`src/design/tppwm_pkg.sv`:
```
package tppwm_pkg;

  // ==========================================================
  // widths
  localparam int TPPWM_AW = 3;
  localparam int TPPWM_DW = 16;
  localparam int TPPWM_DEAD_W = 10;
  localparam int TPPWM_MASK_W = 9;
  localparam int TPPWM_CNT_W = 17;

  // ==========================================================
  // register indices
  localparam logic [2:0] TPPWM_ADDR_CONTROL = 3'h0;
  localparam logic [2:0] TPPWM_ADDR_STATUS = 3'h1;
  localparam logic [2:0] TPPWM_ADDR_HALF_PERIOD = 3'h2;
  localparam logic [2:0] TPPWM_ADDR_DEAD_TIME = 3'h3;
  localparam logic [2:0] TPPWM_ADDR_DUTY_A = 3'h4;
  localparam logic [2:0] TPPWM_ADDR_DUTY_B = 3'h5;
  localparam logic [2:0] TPPWM_ADDR_DUTY_C = 3'h6;
  localparam logic [2:0] TPPWM_ADDR_MASK = 3'h7;

  // ==========================================================
  // field positions and reset values
  localparam int TPPWM_MODE_BIT = 2;
  localparam int TPPWM_HALF_BIT = 0;
  localparam logic [3:0] TPPWM_ALL_WRITTEN = 4'hf;
  localparam int TPPWM_WR_PERIOD = 0;
  localparam int TPPWM_WR_DUTY_A = 1;
  localparam int TPPWM_WR_DUTY_B = 2;
  localparam int TPPWM_WR_DUTY_C = 3;
  localparam logic [15:0] TPPWM_PERIOD_RST = 16'h0000;
  localparam logic [9:0] TPPWM_DEAD_RST = 10'h000;
  localparam logic [15:0] TPPWM_DUTY_RST = 16'h0000;
  localparam logic [8:0] TPPWM_MASK_RST = 9'h000;
  localparam int TPPWM_A_HI = 5;
  localparam int TPPWM_A_LO = 4;
  localparam int TPPWM_B_HI = 3;
  localparam int TPPWM_B_LO = 2;
  localparam int TPPWM_C_HI = 1;
  localparam int TPPWM_C_LO = 0;

  // ==========================================================
  // types
  typedef enum logic [1:0] {
    TPPWM_IDLE,
    TPPWM_PRESTART,
    TPPWM_HOLD,
    TPPWM_RUN
  } tppwm_phase_e;

  typedef struct packed {
    logic wr;
    logic [2:0] addr;
    logic [15:0] wdata;
  } tppwm_bus_s;

  typedef struct packed {
    logic [15:0] period;
    logic [9:0] dead;
    logic [15:0] duty_a;
    logic [15:0] duty_b;
    logic [15:0] duty_c;
    logic [8:0] mask;
  } tppwm_timing_s;

  typedef struct packed {
    tppwm_phase_e phase;
    logic half;
    logic [16:0] cnt;
    logic mode_double;
    logic [3:0] written;
    tppwm_timing_s stage;
    tppwm_timing_s act;
    logic sync;
    logic [5:0] gate;
    logic [15:0] rdata;
  } tppwm_state_s;

endpackage : tppwm_pkg

```
`src/design/tppwm_timing_unit.sv`:
```
module tppwm_timing_unit
  import tppwm_pkg::*;
(
  // clock and reset
  input wire logic core_clk_in,
  input wire logic rst_in,
  // register port
  input wire tppwm_bus_s reg_req_in,
  output logic [15:0] reg_rdata_out,
  // gate drive outputs
  output logic phase_a_high_out,
  output logic phase_a_low_out,
  output logic phase_b_high_out,
  output logic phase_b_low_out,
  output logic phase_c_high_out,
  output logic phase_c_low_out,
  // to output control stage and processor
  output logic [8:0] output_mask_out,
  output logic period_sync_pulse_out,
  output logic irq_req_out
);

  // ==========================================================
  // pair compare
  // signed math so out-of-range thresholds clamp to 0% or 100%
  function automatic logic [1:0] tppwm_pair(
    input logic [16:0] t,
    input logic half,
    input logic [15:0] period,
    input logic [9:0] dead,
    input logic [15:0] duty
  );
    logic signed [19:0] tt;
    logic signed [19:0] hp;
    logic signed [19:0] d;
    logic signed [19:0] dt;
    logic hi;
    logic lo;
    tt = signed'({3'h0, t});
    hp = signed'({5'h00, period[15:1]});
    d = signed'({4'h0, duty});
    dt = signed'({10'h000, dead});
    if (!half) begin
      hi = (tt >= hp - d + dt);
      lo = (tt < hp - d - dt);
    end else begin
      hi = (tt < hp + d - dt);
      lo = (tt >= hp + d + dt);
    end
    return {hi, lo};
  endfunction

  function automatic logic [16:0] tppwm_last(input logic [15:0] period);
    return {1'b0, period} - 17'h00001;
  endfunction

  // ==========================================================
  // state
  tppwm_state_s st_q;
  tppwm_state_s st_d;

  always_comb begin
    logic do_sync;
    do_sync = 1'b0;
    st_d = st_q;
    st_d.sync = 1'b0;

    // register writes land in staging copies, except the control mode bit, which takes effect at once
    if (reg_req_in.wr) begin
      case (reg_req_in.addr)
        TPPWM_ADDR_CONTROL: begin
          st_d.mode_double = reg_req_in.wdata[TPPWM_MODE_BIT];
        end
        TPPWM_ADDR_HALF_PERIOD: begin
          st_d.stage.period = reg_req_in.wdata;
          st_d.written[TPPWM_WR_PERIOD] = 1'b1;
          if (st_q.phase == TPPWM_IDLE) begin
            st_d.phase = TPPWM_PRESTART;
            if (st_q.mode_double) begin
              st_d.cnt = tppwm_last(reg_req_in.wdata);
            end else begin
              st_d.cnt = tppwm_last(reg_req_in.wdata)
                         + {2'h0, reg_req_in.wdata[15:1]};
            end
          end
        end
        TPPWM_ADDR_DEAD_TIME: begin
          st_d.stage.dead = reg_req_in.wdata[TPPWM_DEAD_W-1:0];
        end
        TPPWM_ADDR_DUTY_A: begin
          st_d.stage.duty_a = reg_req_in.wdata;
          st_d.written[TPPWM_WR_DUTY_A] = 1'b1;
        end
        TPPWM_ADDR_DUTY_B: begin
          st_d.stage.duty_b = reg_req_in.wdata;
          st_d.written[TPPWM_WR_DUTY_B] = 1'b1;
        end
        TPPWM_ADDR_DUTY_C: begin
          st_d.stage.duty_c = reg_req_in.wdata;
          st_d.written[TPPWM_WR_DUTY_C] = 1'b1;
        end
        TPPWM_ADDR_MASK: begin
          st_d.stage.mask = reg_req_in.wdata[TPPWM_MASK_W-1:0];
        end
        default: begin
        end
      endcase
    end

    // ==========================================================
    // timer
    case (st_q.phase)
      TPPWM_IDLE: begin
      end
      TPPWM_PRESTART: begin
        if (st_q.cnt == '0) begin
          if (st_d.written == TPPWM_ALL_WRITTEN) begin
            do_sync = 1'b1;
          end else begin
            st_d.phase = TPPWM_HOLD;
          end
        end else begin
          st_d.cnt = st_q.cnt - 17'h00001;
        end
      end
      TPPWM_HOLD: begin
        if (st_d.written == TPPWM_ALL_WRITTEN) begin
          do_sync = 1'b1;
        end
      end
      TPPWM_RUN: begin
        if (st_q.cnt == tppwm_last(st_q.act.period)) begin
          st_d.cnt = '0;
          st_d.half = ~st_q.half;
          if (st_q.half || st_q.mode_double) begin
            do_sync = 1'b1;
          end
        end else begin
          st_d.cnt = st_q.cnt + 17'h00001;
        end
      end
      default: begin
        st_d.phase = TPPWM_IDLE;
      end
    endcase

    // a sync edge opens a new half: staged values go live here only
    if (do_sync) begin
      st_d.sync = 1'b1;
      st_d.act = st_d.stage;
      if (st_q.phase != TPPWM_RUN) begin
        st_d.phase = TPPWM_RUN;
        st_d.half = 1'b0;
        st_d.cnt = '0;
      end
    end

    // one cycle behind the counter, identical for all pairs
    if (st_q.phase == TPPWM_RUN) begin
      st_d.gate = {
        tppwm_pair(st_q.cnt, st_q.half, st_q.act.period, st_q.act.dead, st_q.act.duty_a),
        tppwm_pair(st_q.cnt, st_q.half, st_q.act.period, st_q.act.dead, st_q.act.duty_b),
        tppwm_pair(st_q.cnt, st_q.half, st_q.act.period, st_q.act.dead, st_q.act.duty_c)
      };
    end else begin
      st_d.gate = '0;
    end

    // ==========================================================
    // read back, one cycle after the address
    case (reg_req_in.addr)
      TPPWM_ADDR_CONTROL: begin
        st_d.rdata = '0;
        st_d.rdata[TPPWM_MODE_BIT] = st_q.mode_double;
      end
      TPPWM_ADDR_STATUS: begin
        st_d.rdata = '0;
        st_d.rdata[TPPWM_HALF_BIT] = st_q.half;
      end
      TPPWM_ADDR_HALF_PERIOD: st_d.rdata = st_q.stage.period;
      TPPWM_ADDR_DEAD_TIME: st_d.rdata = {6'h00, st_q.stage.dead};
      TPPWM_ADDR_DUTY_A: st_d.rdata = st_q.stage.duty_a;
      TPPWM_ADDR_DUTY_B: st_d.rdata = st_q.stage.duty_b;
      TPPWM_ADDR_DUTY_C: st_d.rdata = st_q.stage.duty_c;
      TPPWM_ADDR_MASK: st_d.rdata = {7'h00, st_q.stage.mask};
      default: st_d.rdata = '0;
    endcase
  end

  always_ff @(posedge core_clk_in or posedge rst_in) begin
    if (rst_in) begin
      st_q.phase <= TPPWM_IDLE;
      st_q.half <= 1'b0;
      st_q.cnt <= '0;
      st_q.mode_double <= 1'b0;
      st_q.written <= '0;
      st_q.stage <= {TPPWM_PERIOD_RST, TPPWM_DEAD_RST, TPPWM_DUTY_RST,
                     TPPWM_DUTY_RST, TPPWM_DUTY_RST, TPPWM_MASK_RST};
      st_q.act <= {TPPWM_PERIOD_RST, TPPWM_DEAD_RST, TPPWM_DUTY_RST,
                   TPPWM_DUTY_RST, TPPWM_DUTY_RST, TPPWM_MASK_RST};
      st_q.sync <= 1'b0;
      st_q.gate <= '0;
      st_q.rdata <= '0;
    end else begin
      st_q <= st_d;
    end
  end

  // ==========================================================
  // outputs, all straight from flops
  assign reg_rdata_out = st_q.rdata;
  assign phase_a_high_out = st_q.gate[TPPWM_A_HI];
  assign phase_a_low_out = st_q.gate[TPPWM_A_LO];
  assign phase_b_high_out = st_q.gate[TPPWM_B_HI];
  assign phase_b_low_out = st_q.gate[TPPWM_B_LO];
  assign phase_c_high_out = st_q.gate[TPPWM_C_HI];
  assign phase_c_low_out = st_q.gate[TPPWM_C_LO];
  assign output_mask_out = st_q.act.mask;
  assign period_sync_pulse_out = st_q.sync;
  assign irq_req_out = st_q.sync;
endmodule // tppwm_timing_unit

```
`config.mk`:
```
export PLATFORM = sky130hd
export DESIGN_NAME = tppwm_timing_unit
export DESIGN_NICKNAME = d
export VERILOG_FILES = /design/src/design/tppwm_pkg.sv /design/src/design/tppwm_timing_unit.sv
export SDC_FILE = /design/constraint.sdc
export NUM_CORES = 1
export LEC_CHECK = 0
export BUFFER_PORTS_ARGS = -buffer_cell sky130_fd_sc_hd__buf_2
export CAP_MARGIN = 20
export CORE_MARGIN = 4
export CORE_UTILIZATION = 45
export CTS_BUF_LIST = sky130_fd_sc_hd__clkbuf_4
export DETAILED_ROUTE_END_ITERATION = 8
export HOLD_SLACK_MARGIN = 0.05
export SLEW_MARGIN = 20
export SYNTH_ARGS = -nofsm -noshare
export SYNTH_HDL_FRONTEND = slang
export SYNTH_SLANG_ARGS = --single-unit
```
`constraint.sdc`:
```
create_clock -name core_clk_in -period 10.56 [get_ports core_clk_in]
set_clock_uncertainty 0.2 [all_clocks]
set_input_delay 1.056 -clock core_clk_in [delete_from_list [all_inputs] [get_ports core_clk_in]]
set_output_delay 1.056 -clock core_clk_in [all_outputs]
set_load 0.01 [all_outputs]
```
==> run metrics <==
final-report max-slew violation count 0; Synth Register Bits 214; sum of overflow across all layers after global routing 0; capturing element type of the critical path flip-flop; logic depth of the worst register-to-register path 23; share of synthesized registers carrying an async set or reset 1.00; summed negative setup slack over all endpoints 0 ns; Via density 6.02; Area Growth Syn to Fin 6.03%; dominant cell type by area after synthesis ha_1; combinational family with the most area after synthesis adder cells; startpoint of the tightest hold check path st_q[190]; category of the most critical setup path reg -> reg; count of unique library cells instantiated by Yosys 81; start of the worst register-to-register path st_q[92]; router iterations before antenna repair 6; Synth Cell Area 26200 µm²; drt initial violations 1858; clock latency on the worst-skew pair 0.82 ns; CTS clock-pin slew for the worst setup and hold paths 0.07 ns; Yosys Warn Count 0; Die Area 62100 µm²; cell chosen for the clock root clkbuf_4; average detailed-routed wire length per instance 22.2 µm; Post-synth top flop dfrtp_1; CP Max Fanout 14; net count of the finished layout 3560; most frequent standard cell in the layout excluding fill and tap cells ha_1; TritonCTS sink count 214; clock tree from TritonCTS done; post-CTS setup buffer count 0; fraction of final layout cells with drive strength greater than 1 0.0902; effective utilization at floorplan 0.454; number of hold buffers added after cts 0; maximum clock rate 151 MHz; Synth area leaders ha_1 (21%), dfrtp_1 (20%), xnor2_1 (6.5%), nor2_1 (3.5%), o21ai_0 (3.3%); Min Clock Period, post-route 6.61 ns; CP arrival 7.08 ns; crit path launch type flip-flop; total number of vias 23500; count of final setup violators 0; Syn Nets 3552; row cnt 88; final antenna-violating net count 0; DRC Markers 0; CTS Buf Count 57; DIE WIDTH 249 µm; global-route wire length before repair 133 mm; final RePlAce weighted congestion 0.958; class of the tightest hold or removal check reg -> reg; Gates resized, CTS repair 0; worst hold path endpoint st_q[190]; core footprint 57700 µm²; Critical R2R Capture phase_c_high_out; Tcrit/Tclk final 0.626; mean cell area of the mapped netlist 8.50 µm²; Synth Area in Compound Gates 0.183; initial antenna violation count 2; final hold viol count 0; fraction of the mapped netlist area in simple logic gates 0.175; aggregate global-route resource usage 0.269; H-tree lvl count 2; area share of fa/ha/maj cells after synthesis 0.220; Gate Count Post-Synth 3081; setup slack of the most critical reg-to-reg path 3.95 ns; Max Buffers Root-to-Sink 3; setup repair after global routing missed its margin false; required time reported for the critical path endpoint 11.04 ns; quantity of I/O buffers inserted on ports 54; share of cell area taken by muxes after synthesis 0.0714; xor and xnor fraction of the mapped netlist area 0.0940; chip height 249 µm; IO Pins 55; outcome completed; number of flops mapped to enable cells by yosys 0; number of global-route vias before repair 23300; proportion of synthesized chip area in sequential cells 0.204; estimated wirelength of the detail-placed design 66.4 mm; total wire length after detailed routing 86.4 mm; leading cell types in the layout, fill and taps excluded ha_1 (430), nor2_1 (244), dfrtp_1 (214), nand2_1 (206), xnor2_1 (193); Max transition margin 0.269; number of maximum-capacitance constraint violations 0; maximum number of pins on one net before global-route repair 136; transition time of the tightest slew-check pin 1.10 ns; area share of the largest cell type after synthesis 0.205; Cells on Worst Hold Path 1
## per-stage QoR
| step | setup slack [ns] | instance area, µm² | hold slack [ns] | util | std cells |
|---|---|---|---|---|---|
| after detailed placement | 4.12 | 27000 | 0.237 | 0.469 | 3795 |
| after CTS | 4.09 | 27800 | 0.252 | 0.481 | 3892 |
| after global placement | 4.33 | 27000 | 0.237 | 0.469 | 3795 |
| final | 3.95 | 27800 | 0.257 | 0.481 | 3896 |
| after floorplan | 3.45 | 26200 | 0.226 | - | 3081 |
| after global routing | 3.48 | 27800 | 0.287 | 0.481 | 3894 |
## per-layer routing
layer  part of all wire  GRT usage  vias up
met5                  0          0        -
met4              0.035     0.0928        0
met3              0.057     0.0349      167
met2               0.44      0.430      722
met1               0.47      0.377    11500
li1                   -          -    11100
## worst max-delay path by stage
stage	endpoint	start
finish	phase_c_high_out	st_q[92]
global route	phase_c_high_out	st_q[92]
CTS	phase_c_high_out	st_q[92]
detailed placement	phase_c_high_out	st_q[92]
global placement	phase_c_high_out	st_q[92]
floorplan	irq_req_out	rst_in
## cell usage after synthesis (55+ instances only)
master    number
nand2b_1      69
xor2_1        88
mux2_1        59
xnor2_1      193
ha_1         430
nor2b_1       80
nand3_1       55
dfrtp_1      214
mux2_2        68
o21ai_0      172
nor2_1       244
nor3_1       104
a21oi_1      162
inv_1        172
nand2_1      206
clkbuf_1      96
## final cells by class
cell class | instances | area (µm²)
timing repair buffer | 94 | 574
fill | 5649 | 29900
inverter | 173 | 657
multi-input combinational | 2549 | 19500
sequential | 214 | 5360
antenna | 4 | 10.0
clock inverter | 18 | 121
clock buffer | 79 | 593
tap | 765 | 957
## cell families (layout without fill, tap and decap cells)
kind of cell,Yosys count,count (layout)
multiplexers,166,166
AO/OA/AOI/OAI,724,724
XOR/XNOR,281,281
AND/OR/NAND/NOR,929,929
flip-flops,214,214
other,0,4
buffers and inverters,318,364
adder cells (fa/ha/maj),449,449
## sequential cells by signal, indices dropped and copies added (netlist names)
register / cells
irq_req_out: 1
phase_a_low_out: 1
phase_c_low_out: 1
phase_b_high_out: 1
st_q: 182
phase_c_high_out: 1
phase_b_low_out: 1
output_mask_out: 9
reg_rdata_out: 16
phase_a_high_out: 1
## worst max-delay path, stage by stage (launching register included)
cell       delay [ns]
dfrtp_1          0.72
inv_1            0.40
fa_1             0.54
nor2_1           0.16
nor2_1           0.06
nor2_1           0.08
nor2_1           0.06
xnor2_1          0.24
ha_1             0.38
nor2b_1          0.18
a311o_1          0.37
o31ai_1          0.41
nor2_1           0.10
a2111oi_0        0.88
nand3_1          0.19
xnor2_1          0.18
ha_1             0.22
a21o_1           0.18
a211o_1          0.30
o211ai_1         0.17
nor2_1           0.08
o21ai_0          0.07
o211ai_1         0.11
a211oi_1         0.21
Power is not shown: default switching activity piles up to over one toggle a cycle in this logic, so the estimate is an artifact.
